==> src/hw/self_test_pkg.sv <==
// Shared constants and types for the cryptographic self-test supervisor.
package self_test_pkg;

  // ****************************************************************
  // Clock and timing
  // ****************************************************************
  localparam int unsigned CLK_HZ          = 20_000_000;
  localparam int unsigned TEST_TIMEOUT_US = 100_000;
  localparam int unsigned TIMEOUT_CYC     = TEST_TIMEOUT_US * (CLK_HZ / 1_000_000);

  // ****************************************************************
  // Power-on test sequence, in the order it runs
  // ****************************************************************
  localparam int unsigned NUM_TESTS      = 6;
  localparam logic [2:0]  TEST_INTEGRITY = 3'h0;
  localparam logic [2:0]  TEST_CIPHER    = 3'h1;
  localparam logic [2:0]  TEST_CMAC      = 3'h2;
  localparam logic [2:0]  TEST_ECDSA     = 3'h3;
  localparam logic [2:0]  TEST_HMAC      = 3'h4;
  localparam logic [2:0]  TEST_DRBG      = 3'h5;
  localparam logic [2:0]  TEST_LAST      = TEST_DRBG;
  localparam logic [5:0]  TEST_REQ_ONE   = 6'h01;

  // ****************************************************************
  // Error codes, a power-on failure reports its test index plus one
  // ****************************************************************
  localparam logic [3:0] ERR_NONE        = 4'h0;
  localparam logic [3:0] ERR_INTEGRITY   = 4'h1;
  localparam logic [3:0] ERR_PAIRWISE    = 4'h7;
  localparam logic [3:0] ERR_ENTROPY     = 4'h8;
  localparam logic [3:0] ERR_DRBG_HEALTH = 4'h9;
  localparam logic [3:0] ERR_FW_SIG      = 4'ha;
  localparam logic [3:0] ERR_TIMEOUT     = 4'hb;
  localparam logic [3:0] ERR_STEP        = 4'h1;

  // ****************************************************************
  // Supervisor states
  // ****************************************************************
  typedef enum logic [4:0] {
    ST_REQ   = 5'h01,
    ST_WAIT  = 5'h02,
    ST_OPER  = 5'h04,
    ST_FW    = 5'h08,
    ST_ERROR = 5'h10
  } state_t;

endpackage : self_test_pkg

==> src/hw/crypto_self_test_sequencer.sv <==
// Supervisor that runs power-on and conditional self-tests and gates services.
`timescale 1ns/1ps
// Behaviour
// - Any failure reports code, enters error state, except a random generator health failure while a power-on test is awaited or a key-pair failure in start-up
// - Only restart leaves error state
// - Power-on tests start by themselves
// - Power-on failure blocks all services
// - Firmware image digest checked at power-on
// - Cipher known-answer test at power-on
// - Cipher MAC known-answer test at power-on
// - Curve signature known-answer test at power-on
// - Keyed-hash test, also covers hash engine
// - Services only after all tests pass
// - Every reboot reruns the whole sequence
// - Key-pair generation consistency check
// - Entropy source tested continuously
// - Random generator health checks in operation
// - Verify signature before firmware upgrade
// - Approved mode entered after passing tests
// - Status answered only while healthy
// - Non-approved use leaves approved mode
module crypto_self_test_sequencer
  import self_test_pkg::*;
#(
  parameter int unsigned TIMEOUT_CYCLES = TIMEOUT_CYC
)(
  // Clock and reset
  input  wire logic       CLK_I,
  input  wire logic       RST_N_I,
  // Power-on test engines
  output logic [5:0]      TEST_REQ_O,
  input  wire logic       TEST_DONE_I,
  input  wire logic       TEST_PASS_I,
  // Conditional test reports
  input  wire logic       KEYGEN_DONE_I,
  input  wire logic       KEYGEN_PASS_I,
  input  wire logic       ENTROPY_FAIL_I,
  input  wire logic       DRBG_HEALTH_FAIL_I,
  // Firmware upgrade
  input  wire logic       FW_LOAD_REQ_I,
  output logic            FW_SIG_REQ_O,
  input  wire logic       FW_SIG_DONE_I,
  input  wire logic       FW_SIG_PASS_I,
  output logic            FW_ACCEPT_O,
  output logic            FW_REJECT_O,
  // Service gate
  input  wire logic       SVC_REQ_I,
  input  wire logic       SVC_NONAPPROVED_I,
  output logic            SVC_GRANT_O,
  output logic            SVC_DENY_O,
  input  wire logic       STATUS_QUERY_I,
  output logic            STATUS_ACK_O,
  // Module state
  output logic            SELFTEST_BUSY_O,
  output logic            SERVICES_EN_O,
  output logic            APPROVED_MODE_O,
  output logic            ERROR_O,
  output logic [3:0]      ERROR_CODE_O
);

  // ****************************************************************
  // State record
  // ****************************************************************
  typedef struct packed {
    state_t     fsm;
    logic [2:0] idx;
    logic [5:0] req;
    logic       busy;
    logic       svc_en;
    logic       approved;
    logic       grant;
    logic       deny;
    logic       ack;
    logic       fw_req;
    logic       fw_accept;
    logic       fw_reject;
  } main_t;

  localparam main_t MAIN_RESET = '{
    fsm:       ST_REQ,
    idx:       TEST_INTEGRITY,
    req:       6'h00,
    busy:      1'b1,
    svc_en:    1'b0,
    approved:  1'b0,
    grant:     1'b0,
    deny:      1'b0,
    ack:       1'b0,
    fw_req:    1'b0,
    fw_accept: 1'b0,
    fw_reject: 1'b0
  };

  main_t      st;
  main_t      next_st;
  logic       fail;
  logic [3:0] fail_code;
  logic       timer_run;
  logic       timed_out;
  logic       err;
  logic [3:0] err_code;

  // ****************************************************************
  // Helpers
  // ****************************************************************
  assign timer_run = (st.fsm == ST_WAIT) || (st.fsm == ST_FW);

  step_timer #(
    .LIMIT (TIMEOUT_CYCLES)
  ) u_timer (
    .clk_i     (CLK_I),
    .rst_n_i   (RST_N_I),
    .run_i     (timer_run),
    .expired_o (timed_out)
  );

  error_latch u_err (
    .clk_i   (CLK_I),
    .rst_n_i (RST_N_I),
    .fail_i  (fail),
    .code_i  (fail_code),
    .err_o   (err),
    .code_o  (err_code)
  );

  // ****************************************************************
  // Failure detection
  // ****************************************************************
  // A hung engine is treated like a wrong answer, otherwise the token would
  // sit forever in start-up without ever reporting a fault.
  always_comb
  begin
    fail      = 1'b0;
    fail_code = ERR_NONE;
    if (st.fsm != ST_ERROR)
    begin
      if (ENTROPY_FAIL_I)
      begin
        fail      = 1'b1;
        fail_code = ERR_ENTROPY;
      end
      else if (DRBG_HEALTH_FAIL_I && st.fsm != ST_WAIT)
      begin
        fail      = 1'b1;
        fail_code = ERR_DRBG_HEALTH;
      end
      else if (KEYGEN_DONE_I && !KEYGEN_PASS_I && st.svc_en)
      begin
        fail      = 1'b1;
        fail_code = ERR_PAIRWISE;
      end
      else if (st.fsm == ST_WAIT && TEST_DONE_I && !TEST_PASS_I)
      begin
        fail      = 1'b1;
        fail_code = {1'b0, st.idx} + ERR_STEP;
      end
      else if (st.fsm == ST_FW && FW_SIG_DONE_I && !FW_SIG_PASS_I)
      begin
        fail      = 1'b1;
        fail_code = ERR_FW_SIG;
      end
      else if (timer_run && timed_out)
      begin
        fail      = 1'b1;
        fail_code = ERR_TIMEOUT;
      end
    end
  end

  // ****************************************************************
  // Sequencer
  // ****************************************************************
  always_comb
  begin
    next_st           = st;
    next_st.req       = 6'h00;
    next_st.grant     = 1'b0;
    next_st.deny      = 1'b0;
    next_st.ack       = 1'b0;
    next_st.fw_req    = 1'b0;
    next_st.fw_accept = 1'b0;
    next_st.fw_reject = 1'b0;
    if (fail)
    begin
      next_st.fsm       = ST_ERROR;
      next_st.busy      = 1'b0;
      next_st.svc_en    = 1'b0;
      next_st.approved  = 1'b0;
      next_st.fw_reject = (st.fsm == ST_FW);
    end
    else
    begin
      unique case (st.fsm)
        ST_REQ:
        begin
          // Tests run in a fixed order: image digest, cipher, cipher MAC,
          // curve signature, keyed hash (which exercises the hash engine)
          // and the random generator.
          next_st.req = TEST_REQ_ONE << st.idx;
          next_st.fsm = ST_WAIT;
        end
        ST_WAIT:
        begin
          if (TEST_DONE_I)
          begin
            if (st.idx == TEST_LAST)
            begin
              next_st.fsm      = ST_OPER;
              next_st.busy     = 1'b0;
              next_st.svc_en   = 1'b1;
              next_st.approved = 1'b1;
            end
            else
            begin
              next_st.idx = st.idx + 3'h1;
              next_st.fsm = ST_REQ;
            end
          end
        end
        ST_OPER:
        begin
          if (FW_LOAD_REQ_I)
          begin
            next_st.fsm    = ST_FW;
            next_st.fw_req = 1'b1;
          end
        end
        ST_FW:
        begin
          if (FW_SIG_DONE_I)
          begin
            next_st.fsm       = ST_OPER;
            next_st.fw_accept = 1'b1;
          end
        end
        ST_ERROR:
        begin
          next_st.svc_en = 1'b0;
        end
      endcase
    end

    // Services and status answers depend on the pass flag, the error latch and the live
    // failure, so a failure in flight always shuts the door first.
    if (SVC_REQ_I)
    begin
      if (st.svc_en && !err && !fail)
      begin
        next_st.grant = 1'b1;
        if (SVC_NONAPPROVED_I)
        begin
          next_st.approved = 1'b0;
        end
      end
      else
      begin
        next_st.deny = 1'b1;
      end
    end
    next_st.ack = STATUS_QUERY_I && st.svc_en && !err && !fail;
  end

  // Reset is the only restart path, and it always reloads the first test.
  always_ff @(posedge CLK_I)
  begin
    if (!RST_N_I)
    begin
      st <= MAIN_RESET;
    end
    else
    begin
      st <= next_st;
    end
  end

  // ****************************************************************
  // Outputs
  // ****************************************************************
  assign TEST_REQ_O      = st.req;
  assign FW_SIG_REQ_O    = st.fw_req;
  assign FW_ACCEPT_O     = st.fw_accept;
  assign FW_REJECT_O     = st.fw_reject;
  assign SVC_GRANT_O     = st.grant;
  assign SVC_DENY_O      = st.deny;
  assign STATUS_ACK_O    = st.ack;
  assign SELFTEST_BUSY_O = st.busy;
  assign SERVICES_EN_O   = st.svc_en;
  assign APPROVED_MODE_O = st.approved;
  assign ERROR_O         = err;
  assign ERROR_CODE_O    = err_code;
endmodule : crypto_self_test_sequencer

==> src/hw/error_latch.sv <==
// Sticky error flag that keeps the first failure code until restart.
`timescale 1ns/1ps
module error_latch
  import self_test_pkg::*;
(
  // Clock and reset
  input  wire logic       clk_i,
  input  wire logic       rst_n_i,
  // Failure report
  input  wire logic       fail_i,
  input  wire logic [3:0] code_i,
  // Latched state
  output logic            err_o,
  output logic [3:0]      code_o
);

  typedef struct packed {
    logic       err;
    logic [3:0] code;
  } latch_t;

  latch_t st;
  latch_t next_st;

  // Nothing but reset clears the flag, so the first cause is never overwritten.
  always_comb
  begin
    next_st = st;
    if (fail_i && !st.err)
    begin
      next_st.err  = 1'b1;
      next_st.code = code_i;
    end
  end

  always_ff @(posedge clk_i)
  begin
    if (!rst_n_i)
    begin
      st <= '{err: 1'b0, code: ERR_NONE};
    end
    else
    begin
      st <= next_st;
    end
  end

  assign err_o  = st.err;
  assign code_o = st.code;

endmodule : error_latch

==> src/hw/step_timer.sv <==
// Watchdog that flags an engine which never answers a test request.
`timescale 1ns/1ps
module step_timer
  import self_test_pkg::*;
#(
  parameter int unsigned LIMIT = TIMEOUT_CYC,
  parameter int unsigned CNT_W = $clog2(LIMIT + 1)
)(
  // Clock and reset
  input  wire logic clk_i,
  input  wire logic rst_n_i,
  // Control
  input  wire logic run_i,
  // Status
  output logic      expired_o
);

  typedef struct packed {
    logic [CNT_W-1:0] cnt;
    logic             expired;
  } timer_t;

  timer_t st;
  timer_t next_st;

  always_comb
  begin
    next_st = st;
    if (!run_i)
    begin
      next_st = '0;
    end
    else if (!st.expired)
    begin
      if (st.cnt == CNT_W'(LIMIT - 1))
      begin
        next_st.expired = 1'b1;
      end
      else
      begin
        next_st.cnt = st.cnt + CNT_W'(1);
      end
    end
  end

  always_ff @(posedge clk_i)
  begin
    if (!rst_n_i)
    begin
      st <= '0;
    end
    else
    begin
      st <= next_st;
    end
  end

  assign expired_o = st.expired;

endmodule : step_timer

==> config.mk <==
export PLATFORM = sky130hd
export DESIGN_NAME = crypto_self_test_sequencer
export DESIGN_NICKNAME = d
export VERILOG_FILES = /design/src/hw/self_test_pkg.sv /design/src/hw/crypto_self_test_sequencer.sv /design/src/hw/error_latch.sv /design/src/hw/step_timer.sv
export SDC_FILE = /design/constraint.sdc
export NUM_CORES = 1
export LEC_CHECK = 0
export BUFFER_PORTS_ARGS = -buffer_cell sky130_fd_sc_hd__buf_2
export CAP_MARGIN = 20
export CORE_UTILIZATION = 42
export CTS_CLUSTER_SIZE = 10
export DETAILED_ROUTE_END_ITERATION = 7
export GPL_ROUTABILITY_DRIVEN = 0
export GPL_TIMING_DRIVEN = 0
export SLEW_MARGIN = 10
export SYNTH_ARGS = -nofsm -noshare
export SYNTH_HDL_FRONTEND = slang
export SYNTH_HIERARCHICAL = 1
export SYNTH_SLANG_ARGS = --single-unit
==> constraint.sdc <==
create_clock -name CLK_I -period 2.65 [get_ports CLK_I]
set_clock_uncertainty 0.2 [all_clocks]
set_input_delay 0.53 -clock CLK_I [delete_from_list [all_inputs] [get_ports CLK_I]]
set_output_delay 0.53 -clock CLK_I [all_outputs]
set_load 0.05 [all_outputs]
==> results of run 1 <==
## worst register-to-register path, cell delays in order (launching register included)
cell	delay (ps)
dfxtp_1	320
buf_4	170
or4b_4	530
nor4_4	210
nor3_1	130
buf_2	210
a211o_1	240
a21oi_1	150
nand2_1	60
mux2i_1	120
## through the flow
| step | power, mW | worst slack [ps] | cells |
|---|---|---|---|
| floorplan | 0.8637 | 443.6 | 290 |
| global placement | 0.8971 | 144.5 | 395 |
| detailed placement | 0.8978 | 135.2 | 395 |
| CTS | 1.317 | 107.2 | 402 |
| global route | 1.355 | 16.08 | 402 |
| finish | 1.302 | 235.8 | 402 |
## cell families after synthesis
family	after synthesis	share of synthesized area, %
and+or+nand+nor	141	32.90
DFF	50	39.70
AOI/OAI and AO/OA	52	14.84
adders and majority gates	4	1.985
buffers and inverters	30	5.806
muxes	5	1.985
xor gates and xnor gates	8	2.779
## metal layers
layer | track usage [%] | share of wire [%] | up-vias
met5 | 0 | 0 | -
met3 | 3.886 | 4.6 | 9
li1 | - | - | 1141
met1 | 22.00 | 47 | 1044
met4 | 6.727 | 1.3 | 0
met2 | 30.94 | 47 | 46
## power by group through the flow
stage / clock, mW / sequential [mW] / combinational, mW
after floorplan: 0 / 0.805 / 0.0591
after global placement: 0 / 0.785 / 0.112
after detailed placement: 0 / 0.785 / 0.112
after CTS: 0.436 / 0.768 / 0.113
after global routing: 0.461 / 0.770 / 0.125
final: 0.419 / 0.768 / 0.114
## state kept, by name, indices dropped and copies added, names as in the netlist
| register | flops |
|---|---|
| u_timer/st | 21 |
| st | 8 |
| TEST_REQ_O | 6 |
| u_err/code_o | 4 |
| APPROVED_MODE_O | 1 |
| FW_ACCEPT_O | 1 |
| FW_REJECT_O | 1 |
| FW_SIG_REQ_O | 1 |
| SELFTEST_BUSY_O | 1 |
| SERVICES_EN_O | 1 |
| STATUS_ACK_O | 1 |
| SVC_DENY_O | 1 |
| SVC_GRANT_O | 1 |
| u_err/err_o | 1 |
| u_timer/expired_o | 1 |
## cells in the final DEF, fill, tap and decap left out, drive strengths merged, types with 5 or more instances in the layout
cell type	instances
a21oi	14
and3	8
buf	45
clkbuf	16
dfxtp	50
inv	9
mux2i	5
nand2	31
nand3	13
nand4	13
nor2	19
nor3	10
nor4	9
o211ai	7
o21ai	8
or4	7
xnor2	5
## final cells by class
cell class	instances	area, um^2
fill	563	2768
inverter	9	33.78
multi-input combinational	210	1395
buffer	21	112.6
tap	72	90.09
sequential	50	1001
clock buffer	7	76.32
timing repair buffer	33	165.2
## how the worst max path moves through the flow
stage | start | endpoint | slack (ps) | cells past startpoint
global route | st[21]$_SDFFE_PP0P_ | u_err/code_o[0]$_SDFFE_PN0P_ | 20 | 8
finish | st[21]$_SDFFE_PP0P_ | u_err/code_o[3]$_SDFFE_PN0P_ | 240 | 9
global placement | st[21]$_SDFFE_PP0P_ | u_err/code_o[2]$_SDFFE_PN0P_ | 140 | 8
detailed placement | st[21]$_SDFFE_PP0P_ | u_err/code_o[2]$_SDFFE_PN0P_ | 140 | 8
floorplan | st[21]$_SDFFE_PP0P_ | u_err/code_o[0]$_SDFFE_PN0P_ | 440 | 8
CTS | st[21]$_SDFFE_PP0P_ | u_err/code_o[2]$_SDFFE_PN0P_ | 110 | 8
## repair_timing
item / 4_1_cts / 5_1_grt
hold endpoints to repair: 0 / 0
resized for setup: 0 / 3
setup endpoints to repair: 0 / 4
==> flow_summary.toml, run 1 <==
[logic_synthesis]
yosys_warnings = 6
yosysMostFrequentCell = "dfxtp_1"
ys_async_sr_fraction_pct = 0
ys_ff_latch = 50
yosys-top-cells-count = "dfxtp_1 (50), nand2_1 (30), nor2_1 (19)"
synth_cells = 290
syn_nets = 308
synth.avg_cell_area_um2 = 8.694
synth_edf_count = 0
synthesis.area_um2 = 2521
yosysTopAreaCell = "dfxtp_1"
synth_top_area_share_pct = 39.70
yosys-top-cells-area = "dfxtp_1 (40%), nand2_1 (4.5%), nand4_1 (3.2%)"
ys.flop_type = "dfxtp_1"
ys_seq_area_share_pct = 39.70
yosys.cell_types.count = 57

[pwr]
internal-power_mw = 0.9821
peakVddDrop_mv = 0.2477
share_comb_of_total_power_pct = 8.8
switching_share_pct = 24.55
power.density_nw_per_um2 = 452.9
p_sw_mw = 0.3196
sequentialPowerShare_pct = 59.0
clock_power_share_pct = 32.2
p_leak_nw = 1.107

[finish]
areaGrowthSynthToFinish_pct = 14.00
fin_util_pct = 50.94
fin_nets = 348
final_layout_size_suffix_gt1_share_pct = 20.00
fin_area_um2 = 2874
n_antenna_cell = 0

[detailed_routing]
antenna_left = 0
drt_iter0_drc = 138
drcViolationCount = 0
drt-pass1-iter-count = 4
wl_mm = 5.416
wire_per_inst_um = 13.47
vias = 2240
via_per_inst = 5.572

[setup_path]
cp.buffers_inverters = 2
worstPathArrival_ps = 2450
worst-r2r-setup-slack_ps = 240
end_kind = "flop"
cp_max_fo = 10
reg2reg_to = "u_err/code_o[3]$_SDFFE_PN0P_"
crit_family = "simple AND/OR/NAND/NOR gates"
max_stage_delay_ps = 530
cp_cell_sequence = "buf_4 -> or4b_4 -> nor4_4 -> nor3_1 -> buf_2 -> a211o_1 -> a21oi_1 -> nand2_1 -> mux2i_1"
r2r-start = "st[21]$_SDFFE_PP0P_"
cp_data_required_time_ps = 2680
criticalPathCategory = "reg -> reg"
start_kind = "flop"
reg2regPathDepth = 9
crit_path_top_delay_cell = "or4b_4"

[flow_run]
drv_cap = 0

[min_path]
hold_depth = 2
min_from = "SVC_NONAPPROVED_I"
hold_class = "in -> reg"
hold_end = "APPROVED_MODE_O$_SDFF_PN0_"

[cts]
clockRootBuffer = "clkbuf_8"
holdBufCountCts = 0
cts.sinks = 50
cts_inserted_buffers = 5
path_clk_slew_ps = 80
clk-insertion-delay-late_ps = 300
htree_num_levels = 2
post_cts_buffers = 0
cts_tree = "yes"
max-clock-path-buffers = 2

[sta]
hold_viol = 0
tightest_slew_ps = 653.3
fin_crit_ps = 2414
whs_ps = 223.1
setup_tns_ps = 0
drv_slew = 0
max_freq_ghz = 0.4142
slew_headroom_pct = 56.09
timing.final.crit_share_pct = 91.10
rsz0062_at_grt = "false"
setup-violations-final = 0

[floorplan]
start_util_pct = 44.69
core_um2 = 5642
rows = 27
die_h_um = 79.48
die-area_um2 = 6316
io_pins = 34
die_w_um = 79.48

[grt]
grtUsageTotal_pct = 18.08
grt_pass1_wl_mm = 9.128
grt_max_degree = 14
grt_overflow_total = 0
antenna_found_initial = 0
grt_pass1_vias = 2062

[placed_design]
dpl-instance-area_um2 = 2776
io_buffers = 33
dpl.hpwl_mm = 4.005

[run_status]
status = "finished clean"
(Power assumes the default switching activity.)
==> inputs of run 2 (changes only) <==
==> constraint.sdc (replaced) <==
create_clock -name CLK_I -period 2.55 [get_ports CLK_I]
set_clock_uncertainty 0.2 [all_clocks]
set_input_delay 0.51 -clock CLK_I [delete_from_list [all_inputs] [get_ports CLK_I]]
set_output_delay 0.51 -clock CLK_I [all_outputs]
set_load 0.05 [all_outputs]
==> flow_summary.toml, run 2 (synthesis results as in run 1) <==
[cts]
cts_inserted_buffers = 5
max-clock-path-buffers = 2
holdBufCountCts = 0
cts.sinks = 50
htree_num_levels = 2
path_clk_slew_ps = 90
clockRootBuffer = "clkbuf_8"
cts_tree = "yes"
clk-insertion-delay-late_ps = 300

[setup_path]
cp_cell_sequence = "buf_6 -> or4b_4 -> nor4_4 -> nor3_2 -> buf_4 -> a211o_1 -> a21oi_1 -> nand2_1 -> mux2i_1"
criticalPathCategory = "reg -> reg"
cp_max_fo = 10
reg2regPathDepth = 9
cp_data_required_time_ps = 2580
crit_path_top_delay_cell = "or4b_4"
end_kind = "flop"
worstPathArrival_ps = 2470
max_stage_delay_ps = 530
start_kind = "flop"

[grt]
antenna_found_initial = 0
grt_overflow_total = 0
grt_pass1_vias = 2062
grt_max_degree = 14
grtUsageTotal_pct = 18.08
grt_pass1_wl_mm = 9.128

[sta]
max_freq_ghz = 0.4099
timing.final.crit_share_pct = 95.66
setup-violations-final = 0
drv_slew = 0
slew_headroom_pct = 56.28
worst_slack_ps = 110.6
fin_crit_ps = 2439
tightest_slew_ps = 650.5
hold_viol = 0

[min_path]
hold_class = "in -> reg"
hold_depth = 2

[detailed_routing]
drt_iter0_drc = 106
antenna_left = 0
vias = 2260
drt-pass1-iter-count = 4
wl_met2_mm = 2.583
via_per_inst = 5.580
drcViolationCount = 0
wl_met1_mm = 2.595
wl_mm = 5.461
wire_per_inst_um = 13.48
topRoutingLayerUsed = "met4"
wl_met3_um = 239

[run_status]
status = "finished clean"

[flow_run]
drv_cap = 0

[finish]
final_layout_size_suffix_gt1_share_pct = 21.62
stdcell_count = 405
fin_nets = 351
n_antenna_cell = 0
largest_reg_flops = 21
layout_commonest_cell = "dfxtp_1"
mostFrequentLayoutCells = "dfxtp_1 (49), buf_2 (37), nand2_1 (30), nor2_1 (19)"
areaGrowthSynthToFinish_pct = 16.08
top_register = "u_timer/st"
n_fill_cell = 558

[placed_design]
io_buffers = 33
placed_cells = 395
dpl.hpwl_mm = 4.005
dp_slack_ps = 35.25

[pwr]
power.density_nw_per_um2 = 465.2
finalPower_mw = 1.362
peakVddDrop_mv = 0.2629
p_leak_nw = 1.127

[floorplan]
die-area_um2 = 6316
start_util_pct = 44.69
rows = 27
die_w_um = 79.48
die_h_um = 79.48
core_um2 = 5642
io_pins = 34
-- run 2: critical path, delay by kind of cell, from the launching register on --
kind	cells	cell delay, ps
AO/OA/AOI/OAI	2	380
buffers and inverters	2	340
flip-flops	1	340
multiplexers	1	120
AND/OR/NAND/NOR	4	1000
-- run 2: layout make-up --
class	instances	area [um^2]	area share, %
multi-input cells	210	1415	48.35
flip-flops and latches	50	1002	34.25
repair buffers	36	187.7	6.413
plain buffers	21	121.4	4.147
well taps	72	90.09	3.078
clock buffers	7	76.32	2.608
inverters	9	33.78	1.154
-- run 2: path summary, 6_finish.rpt --
path	start	endpoint	slack, ps
max	st[21]$_SDFFE_PP0P_	u_err/code_o[3]$_SDFFE_PN0P_	110
max reg2reg	st[21]$_SDFFE_PP0P_	u_err/code_o[3]$_SDFFE_PN0P_	110
min reg2reg	u_err/code_o[2]$_SDFFE_PN0P_	u_err/code_o[2]$_SDFFE_PN0P_	260
min	SVC_NONAPPROVED_I	APPROVED_MODE_O$_SDFF_PN0_	200
-- run 2: layer usage --
layer,GRT usage (%),up-vias
met5,0,-
met1,22.00,1061
li1,-,1146
met2,30.94,48
met4,6.727,0
met3,3.886,5
-- run 2: metrics by stage --
step	TNS, ps	utilization [%]	hold slack, ps	instance area (um^2)
2_1_floorplan	0	-	247.0	2521
3_3_place_gp	0	49.21	245.1	2776
3_5_place_dp	0	49.21	249.7	2776
4_1_cts	0	50.57	192.7	2853
5_1_grt	-73.79	51.87	193.9	2927
6_report	0	51.87	199.7	2927
-- run 2: what timing repair did --
item                                    4_1_cts  5_1_grt
endpoints found under the setup margin        0        4
endpoints found under the hold margin         0        0
buffers inserted                              0        3
gates resized for setup                       0       12
-- run 2: where the power goes --
part	switching, mW	internal (mW)	leakage (nW)
Combinational	0.0797	0.0464	0.684
Sequential	0.00850	0.790	0.405
Clock	0.247	0.190	0.0383
Total	0.335	1.03	1.13
